--- config.mk ---
export PLATFORM = sky130hd
export DESIGN_NAME = flyback_protection_supervisor
export DESIGN_NICKNAME = d
export VERILOG_FILES = /design/src/rtl/fps_pkg.sv /design/src/rtl/flyback_protection_supervisor.sv
export SDC_FILE = /design/constraint.sdc
export NUM_CORES = 1
export LEC_CHECK = 0
export ABC_AREA = 1
export CORE_ASPECT_RATIO = 1.5
export CORE_MARGIN = 1
export CORE_UTILIZATION = 59
export CTS_BUF_LIST = sky130_fd_sc_hd__clkbuf_8
export DETAILED_ROUTE_END_ITERATION = 10
export DONT_BUFFER_PORTS = 1
export PLACE_DENSITY = 0.83
export SLEW_MARGIN = 20
export SYNTH_ARGS = -nofsm -noshare
export SYNTH_HDL_FRONTEND = slang
export SYNTH_SLANG_ARGS = --single-unit
--- constraint.sdc ---
create_clock -name ref_clk -period 1.8 [get_ports ref_clk]
set_input_delay 0.27 -clock ref_clk [delete_from_list [all_inputs] [get_ports ref_clk]]
set_output_delay 0.27 -clock ref_clk [all_outputs]
set_load 0.05 [all_outputs]
--- src/rtl/fps_pkg.sv ---
// constants and state type for the flyback protection supervisor
package fps_pkg;
    localparam int CLK_HZ = 50000000;
    localparam int TICK_NS = 1000000;
    localparam int CLK_NS = 1000000000 / CLK_HZ;
    localparam int TICK_CYC = TICK_NS / CLK_NS;
    localparam int TICKW = 16;
    localparam int MSW = 10;
    localparam logic [MSW-1:0] BROWNOUT_MS = 10'h01e;
    localparam logic [MSW-1:0] PAUSE_NORM_MS = 10'h006;
    localparam logic [MSW-1:0] PAUSE_BURST_MS = 10'h061;
    localparam logic [MSW-1:0] DISCONNECT_MS = 10'h01c;
    localparam logic [MSW-1:0] OPP_RUN_MS = 10'h0c8;
    localparam logic [MSW-1:0] OPP_START_MS = 10'h028;
    localparam logic [MSW-1:0] RESTART_MS = 10'h320;
    localparam int MAXON_NS = 55000;
    localparam int MAXON_CYC = MAXON_NS / CLK_NS;
    localparam int ONW = 12;
    localparam logic [2:0] OVP_PULSES = 3'h4;
    localparam int LVLW = 8;

    typedef enum logic [5:0] {
        FPS_WAIT = 6'h01,
        FPS_ARM = 6'h02,
        FPS_RUN = 6'h04,
        FPS_SAFE = 6'h08,
        FPS_LATCH = 6'h10,
        FPS_RECHK = 6'h20
    } fps_state_t;
endpackage

--- src/rtl/flyback_protection_supervisor.sv ---
// protection and mains supervision logic of the flyback controller
`timescale 1ns/1ns
`default_nettype none
module flyback_protection_supervisor
    import fps_pkg::*;
#(
    parameter int LEVEL_W = LVLW
) (
    // clock and reset
    input wire logic ref_clk,
    input wire logic rst,
    // mains converter
    input wire logic [LEVEL_W-1:0] mainsLevel,
    input wire logic mainsValid,
    input wire logic [LEVEL_W-1:0] brownin_current_threshold,
    input wire logic [LEVEL_W-1:0] brownoutThreshold,
    input wire logic [LEVEL_W-1:0] mains_high_threshold,
    // comparators and status from the power stage
    input wire logic gateRequest,
    input wire logic overPeakLimit,
    input wire logic overOverpower,
    input wire logic auxOpen,
    input wire logic overcurrent,
    input wire logic output_overvoltage_trip,
    input wire logic supply_undervoltage_lockout,
    input wire logic thermalShutdown,
    input wire logic feedbackBelow5V,
    input wire logic feedbackBelowHalfV,
    input wire logic feedbackAtMin,
    // outputs
    output logic driverEnable,
    output logic driverPullLow,
    output logic mains_sense_pin,
    output logic convertStart,
    output logic auxInputPhase,
    output logic supplyRegulate,
    output logic feedbackSourceEnable,
    output logic softStartCharge,
    output logic fullPowerLimit,
    output logic brownoutFlag,
    output logic mainsPresent
);
    // two-flop synchronisers for all pin side inputs
    localparam int NS = 12;
    logic [NS-1:0] syncA, syncB;
    always_ff @(posedge ref_clk) begin
        syncA <= {mainsValid, gateRequest, overPeakLimit, overOverpower, auxOpen, overcurrent,
                  output_overvoltage_trip, supply_undervoltage_lockout, thermalShutdown,
                  feedbackBelow5V, feedbackBelowHalfV, feedbackAtMin};
        syncB <= syncA;
    end
    logic sValid, sGate, sPeak, sOpp, sAuxOpen, sOc, sOvp, sUvlo, sOtp, s5V, sHalf, sFbMin;
    assign {sValid, sGate, sPeak, sOpp, sAuxOpen, sOc, sOvp, sUvlo, sOtp, s5V, sHalf, sFbMin}
        = syncB;
    // level shares the valid's two-flop delay, so both line up at the sample
    logic [LEVEL_W-1:0] lvlA, lvlB;
    always_ff @(posedge ref_clk) begin
        lvlA <= mainsLevel;
        lvlB <= lvlA;
    end

    // millisecond tick
    logic [TICKW-1:0] tickCnt, next_tickCnt;
    logic tick;
    always_comb begin
        tick = (tickCnt == TICKW'(TICK_CYC - 1));
        next_tickCnt = tick ? '0 : tickCnt + 1'b1;
        if (rst) next_tickCnt = '0;
    end
    always_ff @(posedge ref_clk) tickCnt <= next_tickCnt;

    // mains sampling group
    logic [LEVEL_W-1:0] prevLvl, next_prevLvl;
    logic [MSW-1:0] pauseCnt, next_pauseCnt, lowCnt, next_lowCnt, slopeCnt, next_slopeCnt;
    logic sampling, next_sampling, convReq, next_convReq, present, next_present;
    logic brown, next_brown, above, next_above, disc, next_disc;
    logic rise;
    always_comb begin
        next_prevLvl = prevLvl;
        next_pauseCnt = pauseCnt;
        next_lowCnt = lowCnt;
        next_slopeCnt = slopeCnt;
        next_sampling = sampling;
        next_convReq = 1'b0;
        next_present = present;
        next_brown = brown;
        next_above = above;
        next_disc = disc;
        rise = ((prevLvl <= brownin_current_threshold) && (lvlB > brownin_current_threshold))
            || ((prevLvl <= mains_high_threshold) && (lvlB > mains_high_threshold));
        if (tick) begin
            if (pauseCnt != '0) next_pauseCnt = pauseCnt - 1'b1;
            else next_convReq = 1'b1;
            // disconnect on the tick that completes the slope timeout
            if (slopeCnt != DISCONNECT_MS - 1'b1) next_slopeCnt = slopeCnt + 1'b1;
            else begin
                next_disc = 1'b1;
                next_present = 1'b0;
            end
        end
        if (sValid && sampling) begin
            next_prevLvl = lvlB;
            next_above = lvlB > brownin_current_threshold;
            if (lvlB < brownoutThreshold) begin
                if (lowCnt != BROWNOUT_MS) next_lowCnt = lowCnt + 1'b1;
                if (lowCnt + 1'b1 >= BROWNOUT_MS) next_brown = 1'b1;
            end else begin
                next_lowCnt = '0;
                next_brown = 1'b0;
            end
            if (rise) begin
                next_present = 1'b1;
                next_disc = 1'b0;
                next_slopeCnt = '0;
                next_pauseCnt = sHalf ? PAUSE_BURST_MS : PAUSE_NORM_MS;
            end
        end
        next_sampling = (pauseCnt == '0) || disc;
        if (rst) begin
            next_prevLvl = '0;
            next_pauseCnt = '0;
            next_lowCnt = '0;
            next_slopeCnt = '0;
            next_sampling = 1'b0;
            next_present = 1'b0;
            next_brown = 1'b0;
            next_above = 1'b0;
            next_disc = 1'b0;
        end
    end
    always_ff @(posedge ref_clk) begin
        prevLvl <= next_prevLvl;
        pauseCnt <= next_pauseCnt;
        lowCnt <= next_lowCnt;
        slopeCnt <= next_slopeCnt;
        sampling <= next_sampling;
        convReq <= next_convReq;
        present <= next_present;
        brown <= next_brown;
        above <= next_above;
        disc <= next_disc;
    end

    // protection state machine group
    fps_state_t state, next_state;
    logic [MSW-1:0] msCnt, next_msCnt, oppCnt, next_oppCnt;
    logic [ONW-1:0] onCnt, next_onCnt;
    logic [2:0] ovpCnt, next_ovpCnt;
    logic gatePrev, next_gatePrev, inReg, next_inReg;
    logic cut, next_cut;
    logic gate, restartTrip, latchTrip, mainsGone;
    logic [MSW-1:0] oppLimit;
    always_comb begin
        next_state = state;
        next_msCnt = msCnt;
        next_oppCnt = oppCnt;
        next_onCnt = onCnt;
        next_ovpCnt = ovpCnt;
        next_gatePrev = sGate;
        // cut holds to the end of the request, so a falling peak cannot retrigger
        next_cut = sGate && (cut || sPeak || sOc);
        next_inReg = inReg;
        mainsGone = disc || !present;
        if (s5V) next_inReg = 1'b1;
        oppLimit = inReg ? OPP_RUN_MS : OPP_START_MS;
        gate = (state == FPS_RUN) && sGate && !cut && !sPeak && !sAuxOpen && !sOc;
        next_onCnt = gate ? onCnt + 1'b1 : '0;
        if (gate && tick && sOpp) next_oppCnt = oppCnt + 1'b1;
        else if (!sOpp && tick) next_oppCnt = '0;
        if (gatePrev && !sGate && state == FPS_RUN)
            next_ovpCnt = sOvp ? ((ovpCnt == OVP_PULSES) ? ovpCnt : ovpCnt + 1'b1) : '0;
        restartTrip = (onCnt == ONW'(MAXON_CYC))
            || (oppCnt >= oppLimit)
            || (sOpp && sUvlo);
        latchTrip = sOtp || (ovpCnt == OVP_PULSES);
        if (tick && msCnt != RESTART_MS) next_msCnt = msCnt + 1'b1;
        case (state)
            FPS_WAIT: if (above && !brown && !disc) begin
                next_state = FPS_ARM;
                next_msCnt = '0;
            end
            FPS_ARM: if (brown || disc) next_state = FPS_WAIT;
                else if (sFbMin) next_state = FPS_RUN;
            FPS_RUN: begin
                if (latchTrip) next_state = FPS_LATCH;
                else if (restartTrip) next_state = FPS_SAFE;
                else if (brown) next_state = FPS_WAIT;
                if (latchTrip || restartTrip || brown) begin
                    next_msCnt = '0;
                    next_oppCnt = '0;
                    next_ovpCnt = '0;
                    next_inReg = 1'b0;
                end
            end
            FPS_SAFE: if (msCnt == RESTART_MS || mainsGone) begin
                next_state = FPS_RECHK;
                next_msCnt = '0;
            end
            FPS_RECHK: if (sValid && sampling)
                next_state = (lvlB > brownin_current_threshold) ? FPS_ARM : FPS_WAIT;
            FPS_LATCH: if (mainsGone) next_state = FPS_WAIT;
            default: next_state = FPS_WAIT;
        endcase
        if (rst) begin
            next_state = FPS_WAIT;
            next_msCnt = '0;
            next_oppCnt = '0;
            next_onCnt = '0;
            next_ovpCnt = '0;
            next_gatePrev = 1'b0;
            next_cut = 1'b0;
            next_inReg = 1'b0;
        end
    end
    always_ff @(posedge ref_clk) begin
        state <= next_state;
        msCnt <= next_msCnt;
        oppCnt <= next_oppCnt;
        onCnt <= next_onCnt;
        ovpCnt <= next_ovpCnt;
        gatePrev <= next_gatePrev;
        cut <= next_cut;
        inReg <= next_inReg;
    end

    // registered outputs
    logic next_driverEnable;
    logic next_driverPullLow;
    logic next_mains_sense_pin;
    logic next_convertStart;
    logic next_auxInputPhase;
    logic next_supplyRegulate;
    logic next_feedbackSourceEnable;
    logic next_softStartCharge;
    logic next_fullPowerLimit;
    logic next_brownoutFlag;
    logic next_mainsPresent;
    always_comb begin
        next_driverEnable = gate && next_state == FPS_RUN;
        next_driverPullLow = !(gate && next_state == FPS_RUN);
        next_mains_sense_pin = convReq || disc;
        next_convertStart = convReq;
        next_auxInputPhase = gate;
        // stopped supply stays regulated except while the aux pin is open with inReg set
        next_supplyRegulate = (state != FPS_RUN && !sAuxOpen) || !inReg;
        next_feedbackSourceEnable = state == FPS_ARM || state == FPS_RUN;
        next_softStartCharge = state == FPS_ARM && sFbMin;
        next_fullPowerLimit = inReg;
        next_brownoutFlag = brown;
        next_mainsPresent = present;
        if (rst) begin
            next_driverEnable = 1'b0;
            next_driverPullLow = 1'b1;
            next_mains_sense_pin = 1'b0;
            next_convertStart = 1'b0;
            next_auxInputPhase = 1'b0;
            next_supplyRegulate = 1'b1;
            next_feedbackSourceEnable = 1'b0;
            next_softStartCharge = 1'b0;
            next_fullPowerLimit = 1'b0;
            next_brownoutFlag = 1'b0;
            next_mainsPresent = 1'b0;
        end
    end
    always_ff @(posedge ref_clk) begin
        driverEnable <= next_driverEnable;
        driverPullLow <= next_driverPullLow;
        mains_sense_pin <= next_mains_sense_pin;
        convertStart <= next_convertStart;
        auxInputPhase <= next_auxInputPhase;
        supplyRegulate <= next_supplyRegulate;
        feedbackSourceEnable <= next_feedbackSourceEnable;
        softStartCharge <= next_softStartCharge;
        fullPowerLimit <= next_fullPowerLimit;
        brownoutFlag <= next_brownoutFlag;
        mainsPresent <= next_mainsPresent;
    end
endmodule
`default_nettype wire

# Yosys cells after proc, flatten, opt, wreduce, memory -nomap -nowiden
# Cells that the tools add are included.
[classes] add_sub_neg=8 mul=0 div_mod_pow=0 order_cmp=7 n_eq_ne=17 n_shift=0 muxes=52 n_bitwise=1 n_reduce_logical=53
[op_table] operator="two-way mux 10 bit" count=18
[op_table] operator="two-way mux 6 bit" count=10
[op_table] operator="adder 10 x 1 -> 10 bit, second input constant" count=4
[op_table] operator="case mux 6 bit (6 select lines)" count=1
[op_table] operator="case mux 10 bit (3 select lines)" count=1
[op_table] operator="logical AND 1 bit" count=21
[op_table] operator="inequality test 10 x 5 -> 1 bit, second input constant" count=2
[op_table] operator="adder 16 x 1 -> 16 bit, second input constant" count=1
[op_table] operator="== test 16 bit, second input constant" count=1
[op_table] operator="greater-than comparator 8 bit" count=2
[op_table] operator="less-or-equal comparator 8 bit" count=2
[op_table] operator="logical OR 1 bit" count=15
[op_table] operator="two-way mux 3 bit" count=5
[op_table] operator="two-way mux 1 bit" count=14
[op_table] operator="adder 12 x 1 -> 12 bit, second input constant" count=1
[op_table] operator="== test 12 bit, second input constant" count=1
[op_table] operator="== test 6 x 3 -> 1 bit, second input constant" count=2
[op_table] operator="zero test 1 bit" count=11
[op_table] operator="== test 10 bit, second input constant" count=1
[op_table] operator=">= comparator 10 x 5 -> 1 bit, second input constant" count=1
[op_table] operator=">= comparator 10 x 8 -> 1 bit" count=1
[op_table] operator="zero test 10 bit" count=1
[op_table] operator="inequality test 10 bit, second input constant" count=1
[op_table] operator="nonzero test 10 bit" count=1
[op_table] operator="other kinds (17)" count=20
[totals] ff_bits=155 latchBits=0 ramBits=0 mem_bits_ro=0 in_bits=46 output_inout_bits=11 mem_count=0

# Depth between registers and ports, before layout
[logic_depth] ltp_word=11 ltp_mapped=16

# Worst setup path after synthesis
# OpenSTA, ideal clock, no wires.
[synth_timing] kind="register to register" from="register lvlB[1]" to="register pauseCnt[3]" arrival_ps=1615 t_required_ps=1683 slack_ps=68 path_stages_with_launch=16 path_buffers=1 period_less_slack_ps=1732 cell_sequence="dfxtp_1 > ha_1 > inv_1 > nor2_1 > nor2_1 > o21ai_1 > nand2_1 > nand2_1 > nand2_1 > inv_1 > nand2_1 > nand2_1 > inv_2 > nand2_1 > buf_2 > nor2_1"
[synth_via] elab_chain_cells=5
[synth_lines] item="start: declaration" line="flyback_protection_supervisor.sv:56" source="logic [LEVEL_W-1:0] lvlA, lvlB;"
[synth_lines] item="start signal: assignment" line="flyback_protection_supervisor.sv:59" source="lvlB <= lvlA;"
[synth_lines] item="greater-than comparator 8 bit (on tied branches)" line="flyback_protection_supervisor.sv:89, flyback_protection_supervisor.sv:90"
[synth_lines] item="logical AND 1 bit (on tied branches)" line="flyback_protection_supervisor.sv:89, flyback_protection_supervisor.sv:90"
[synth_lines] item="logical OR 1 bit *" line="flyback_protection_supervisor.sv:90" source="|| ((prevLvl <= mains_high_threshold) && (lvlB > mains_high_threshold));"
[synth_lines] item="two-way mux 10 bit *" line="flyback_protection_supervisor.sv:111" source="if (rise) begin"
[synth_lines] item="two-way mux 10 bit *" line="flyback_protection_supervisor.sv:101" source="if (sValid && sampling) begin"
[synth_lines] item="end signal: assignment" line="flyback_protection_supervisor.sv:133" source="pauseCnt <= next_pauseCnt;"
[synth_lines] item="end: declaration" line="flyback_protection_supervisor.sv:74" source="logic [MSW-1:0] pauseCnt, next_pauseCnt, lowCnt, next_lowCnt, slopeCnt, next_slopeCnt;"
# Every way passes the cells marked *; elsewhere a longest branch is shown, timed or not.
# A chain may end at the register's enable or synchronous reset.

# Worst setup path in the final report
[layout_timing] from="register inReg" to="register driverPullLow"
[layout_via] elab_chain_cells=11
[layout_lines] item="start: declaration" line="flyback_protection_supervisor.sv:149" source="logic gatePrev, next_gatePrev, inReg, next_inReg;"
[layout_lines] item="start signal: assignment" line="flyback_protection_supervisor.sv:223" source="inReg <= next_inReg;"
[layout_lines] item="two-way mux 8 bit" line="flyback_protection_supervisor.sv:165" source="oppLimit = inReg ? OPP_RUN_MS : OPP_START_MS;"
[layout_lines] item=">= comparator 10 x 8 -> 1 bit" line="flyback_protection_supervisor.sv:173" source="|| (oppCnt >= oppLimit)"
[layout_lines] item="logical OR 1 bit" line="flyback_protection_supervisor.sv:173"
[layout_lines] item="logical OR 1 bit" line="flyback_protection_supervisor.sv:174" source="|| (sOpp && sUvlo);"
[layout_lines] item="two-way mux 6 bit" line="flyback_protection_supervisor.sv:186" source="else if (restartTrip) next_state = FPS_SAFE;"
[layout_lines] item="two-way mux 6 bit" line="flyback_protection_supervisor.sv:185" source="if (latchTrip) next_state = FPS_LATCH;"
[layout_lines] item="case mux 6 bit (6 select lines)" line="flyback_protection_supervisor.sv:177" source="case (state)"
[layout_lines] item="two-way mux 6 bit" line="flyback_protection_supervisor.sv:204" source="if (rst) begin"
[layout_lines] item="== test 6 x 3 -> 1 bit" line="flyback_protection_supervisor.sv:240" source="next_driverPullLow = !(gate && next_state == FPS_RUN);"
[layout_lines] item="logical AND 1 bit" line="flyback_protection_supervisor.sv:240"
[layout_lines] item="zero test 1 bit" line="flyback_protection_supervisor.sv:240"
[layout_lines] item="end signal: assignment" line="flyback_protection_supervisor.sv:267" source="driverPullLow <= next_driverPullLow;"
[layout_lines] item="end: declaration" line="flyback_protection_supervisor.sv:32" source="output logic driverPullLow,"
# No other way between the ends.

==> flow_summary.json <==
{
  "status": "complete, but fails checks",
  "violations": "setup timing",
  "io_pins": 57,
  "cts_max_level": 4,
  "slowest_stage": "dfxtp_2",
  "cp_cell_sequence": "buf_4 > ha_1 > inv_1 > nor2_2 > o21bai_4 > buf_4 > nand3_2 > o21ai_1 > o21ai_0 > nand2_1 > nand4_1",
  "fin_util": 0.750,
  "syn-num-nets": 1111,
  "fill_cells": 845,
  "finalCriticalPeriod_ns": 1.92,
  "reg2regPathDepth": 11,
  "layout-drive-gt1-share": 0.208,
  "gr-total-overflow": 0,
  "grt_pass1_vias": 6695,
  "hp-class": "input pin to register",
  "syn_avg_cell_area_um2": 7.48,
  "cap_violations": 0,
  "insertion_delay_ns": 0.47,
  "initial_core_util": 0.606,
  "critPathMaxFanout": 3,
  "routedWlPerCell_um": 15.3,
  "drt-total-wl_mm": 19.7,
  "ys_warn_count": 0,
  "grt_antenna_before_repair": 0,
  "grtUsageTotal": 0.270,
  "cp_common_cell": "buf_4",
  "fin_skew_ns": 0.0134,
  "rsz0062_at_grt": "true",
  "final_cells": 1282,
  "p_total_mw": 7.43,
  "synth_edf_count": 0,
  "crit_path_end_kind": "register",
  "grt_pass1_wl_mm": 28.2,
  "finalHoldViolations": 0,
  "vias": 7060,
  "dp_hpwl_mm": 12.1,
  "antenna_left": 0,
  "async_flop_share": 0,
  "fmax_ghz": 0.521,
  "synth_most_common_cell": "nand2_1",
  "synth_top_cell_by_area": "dfxtp_1",
  "cts_tree": "built",
  "diodes": 0,
  "die_w_um": 94.3,
  "path_class": "register to register",
  "core_area_mm2": 0.0124,
  "dr.pass1.iters": 5,
  "fin_crit_sh": 1.07,
  "finalSetupTns_ns": -0.538,
  "dp_slack_ns": -0.0304,
  "setup_viol": 17,
  "worst_slack_ns": -0.119,
  "grt_max_degree": 20,
  "cts-root-buf": "clkbuf_8",
  "post_synth_num_cell_types": 45,
  "area_growth_pct": 23.7,
  "p_per_area_mw_per_mm2": 796,
  "total_leakage_power_nw": 4.15,
  "cp_top_family": "compound AO/OA/AOI/OAI gates",
  "worstPathArrival_ns": 2.25,
  "critPathMaxStageDelay_ns": 0.33,
  "critPathBufInv": 3,
  "drt-initial-drc-count": 444,
  "cts_inserted_buffers": 17,
  "vdd_drop_max_mv": 0.780,
  "synth_area_mm2": 0.00755,
  "regArea_mm2": 0.00313,
  "clk_path_buf_depth": 2,
  "fp.dieH_um": 141,
  "syn_inst": 1009,
  "required_ns": 2.13,
  "path_clk_slew_ns": 0.09,
  "nets": 1215,
  "relSlewSlack": 0.330,
  "routabilityCongestion": 0.903,
  "std_cell_rows": 50,
  "path_depth": 11,
  "placed_cells": 1205,
  "synthFlopType": "dfxtp_1",
  "multiInputGateArea_mm2": 0.00425,
  "drv_slew": 0,
  "drc": 0,
  "die_area_mm2": 0.0133,
  "seq_area_frac_synth": 0.411,
  "tightestPinTransition_ns": 1.00,
  "cts.sinks": 155,
  "synth.top_cells.by_count": "nand2_1 (210), nor2_1 (166), dfxtp_1 (155), inv_1 (127), ha_1 (56)",
  "synth_area_leaders": "dfxtp_1 (41%), nand2_1 (10%), ha_1 (9.3%), nor2_1 (8.3%), inv_1 (6.3%)",
  "hold_path_depth": 3,
  "synth_top_area_share": 0.411,
  "synth_seq_cells": 155,
  "cp-start-kind": "register",
  "io_buffers": 0,
  "vias_per_cell": 5.51
}
worst register-to-register path: cells and delay by family, from the launching register on:
kind                     cells  cell delay [ns]
AND/OR/NAND/NOR              4             0.41
adder cells (fa/ha/maj)      1             0.26
buffers and inverters        3             0.33
flip-flops                   1             0.33
AO/OA/AOI/OAI                3             0.46
final timing paths:
check                                      start                        to  slack (ns)
worst min-delay path                         rst    slopeCnt[8]$_SDFF_PP0_        0.06
worst max-delay path            inReg$_SDFF_PP0_  driverPullLow$_SDFF_PP1_       -0.12
worst max register to register  inReg$_SDFF_PP0_  driverPullLow$_SDFF_PP1_       -0.12
worst min register to register   lvlA[3]$_DFF_P_           lvlB[3]$_DFF_P_        0.33
per-stage QoR:
stage	cell area, um2	hold WS, ns
finish	9330	0.0572
global route	9330	0.0516
CTS	8840	0.0152
detailed placement	8080	0.298
global placement	8080	0.298
floorplan	7550	0.298
routing by layer:
layer  up-vias  part of all wire  GRT usage  wire, um
li1       3442                 -          -         -
met1      3302              0.37      0.273      7190
met2       233              0.54      0.506     10700
met3        83             0.045     0.0478       886
met4         0             0.047      0.151       924
met5         -                 0          0         0
kinds of logic (layout without fill, tap and decap cells):
logic type / count (synthesis) / count (layout) / synth area share
mux: 1 / 1 / 0.00133
simple gates: 503 / 503 / 0.298
xor+xnor: 39 / 39 / 0.0453
compound gates: 106 / 107 / 0.0769
fa+ha+maj: 56 / 56 / 0.0928
flops: 155 / 155 / 0.411
buf+inv: 149 / 265 / 0.0744
flip-flops by register name, summed over array words and instances (netlist names), 10 cells and up:
register  cells
pauseCnt     10
msCnt        10
oppCnt       10
tickCnt      16
onCnt        12
lowCnt       10
slopeCnt     10
syncA        12
syncB        12
where the power goes:
group          switching [mW]  total, mW  leakage [nW]  internal [mW]
clock                    1.37       2.73         0.206           1.35
sequential             0.0961       3.64          1.27           3.54
combinational           0.608       1.06          2.68          0.454
total                    2.08       7.43          4.15           5.35
layout by cell type (no fill, tap or decap), drive strengths merged, types with 2 or more instances in the layout:
| cell type | netlist | layout |
|---|---|---|
| nand2 | 214 | 214 |
| nand3 | 41 | 41 |
| clkbuf | 6 | 21 |
| nor3 | 25 | 25 |
| a31oi | 4 | 4 |
| nand4 | 32 | 32 |
| o21ai | 38 | 38 |
| or2 | 4 | 4 |
| dlygate4sd3 | 0 | 26 |
| ha | 56 | 56 |
| buf | 4 | 67 |
| clkinv | 0 | 4 |
| xor2 | 33 | 33 |
| a21oi | 52 | 53 |
| xnor2 | 6 | 6 |
| clkinvlp | 0 | 2 |
| and3 | 2 | 2 |
| inv | 139 | 143 |
| dfxtp | 155 | 155 |
| nand3b | 2 | 2 |
| o21a | 4 | 4 |
| nor2 | 175 | 175 |
| nor4 | 6 | 6 |
| bufinv | 0 | 2 |
area by class of cell:
cell class,instances,share of cell area
repair buffers,94,0.0877
multi-input cells,706,0.456
inverters,139,0.0567
well taps,156,0.0209
flip-flops and latches,155,0.335
clock buffers,20,0.0295
clock inverters,12,0.0143
timing repair:
item                                    in CTS  in global routing
cloned                                       0                  2
hold buffers                                26                  0
resized for setup                           22                104
setup buffers                                5                 14
endpoints found under the hold margin       48                  0
endpoints found under the setup margin      27                 69
pin swaps                                   12                 43
Note: power is estimated with default switching activity, not from simulation.
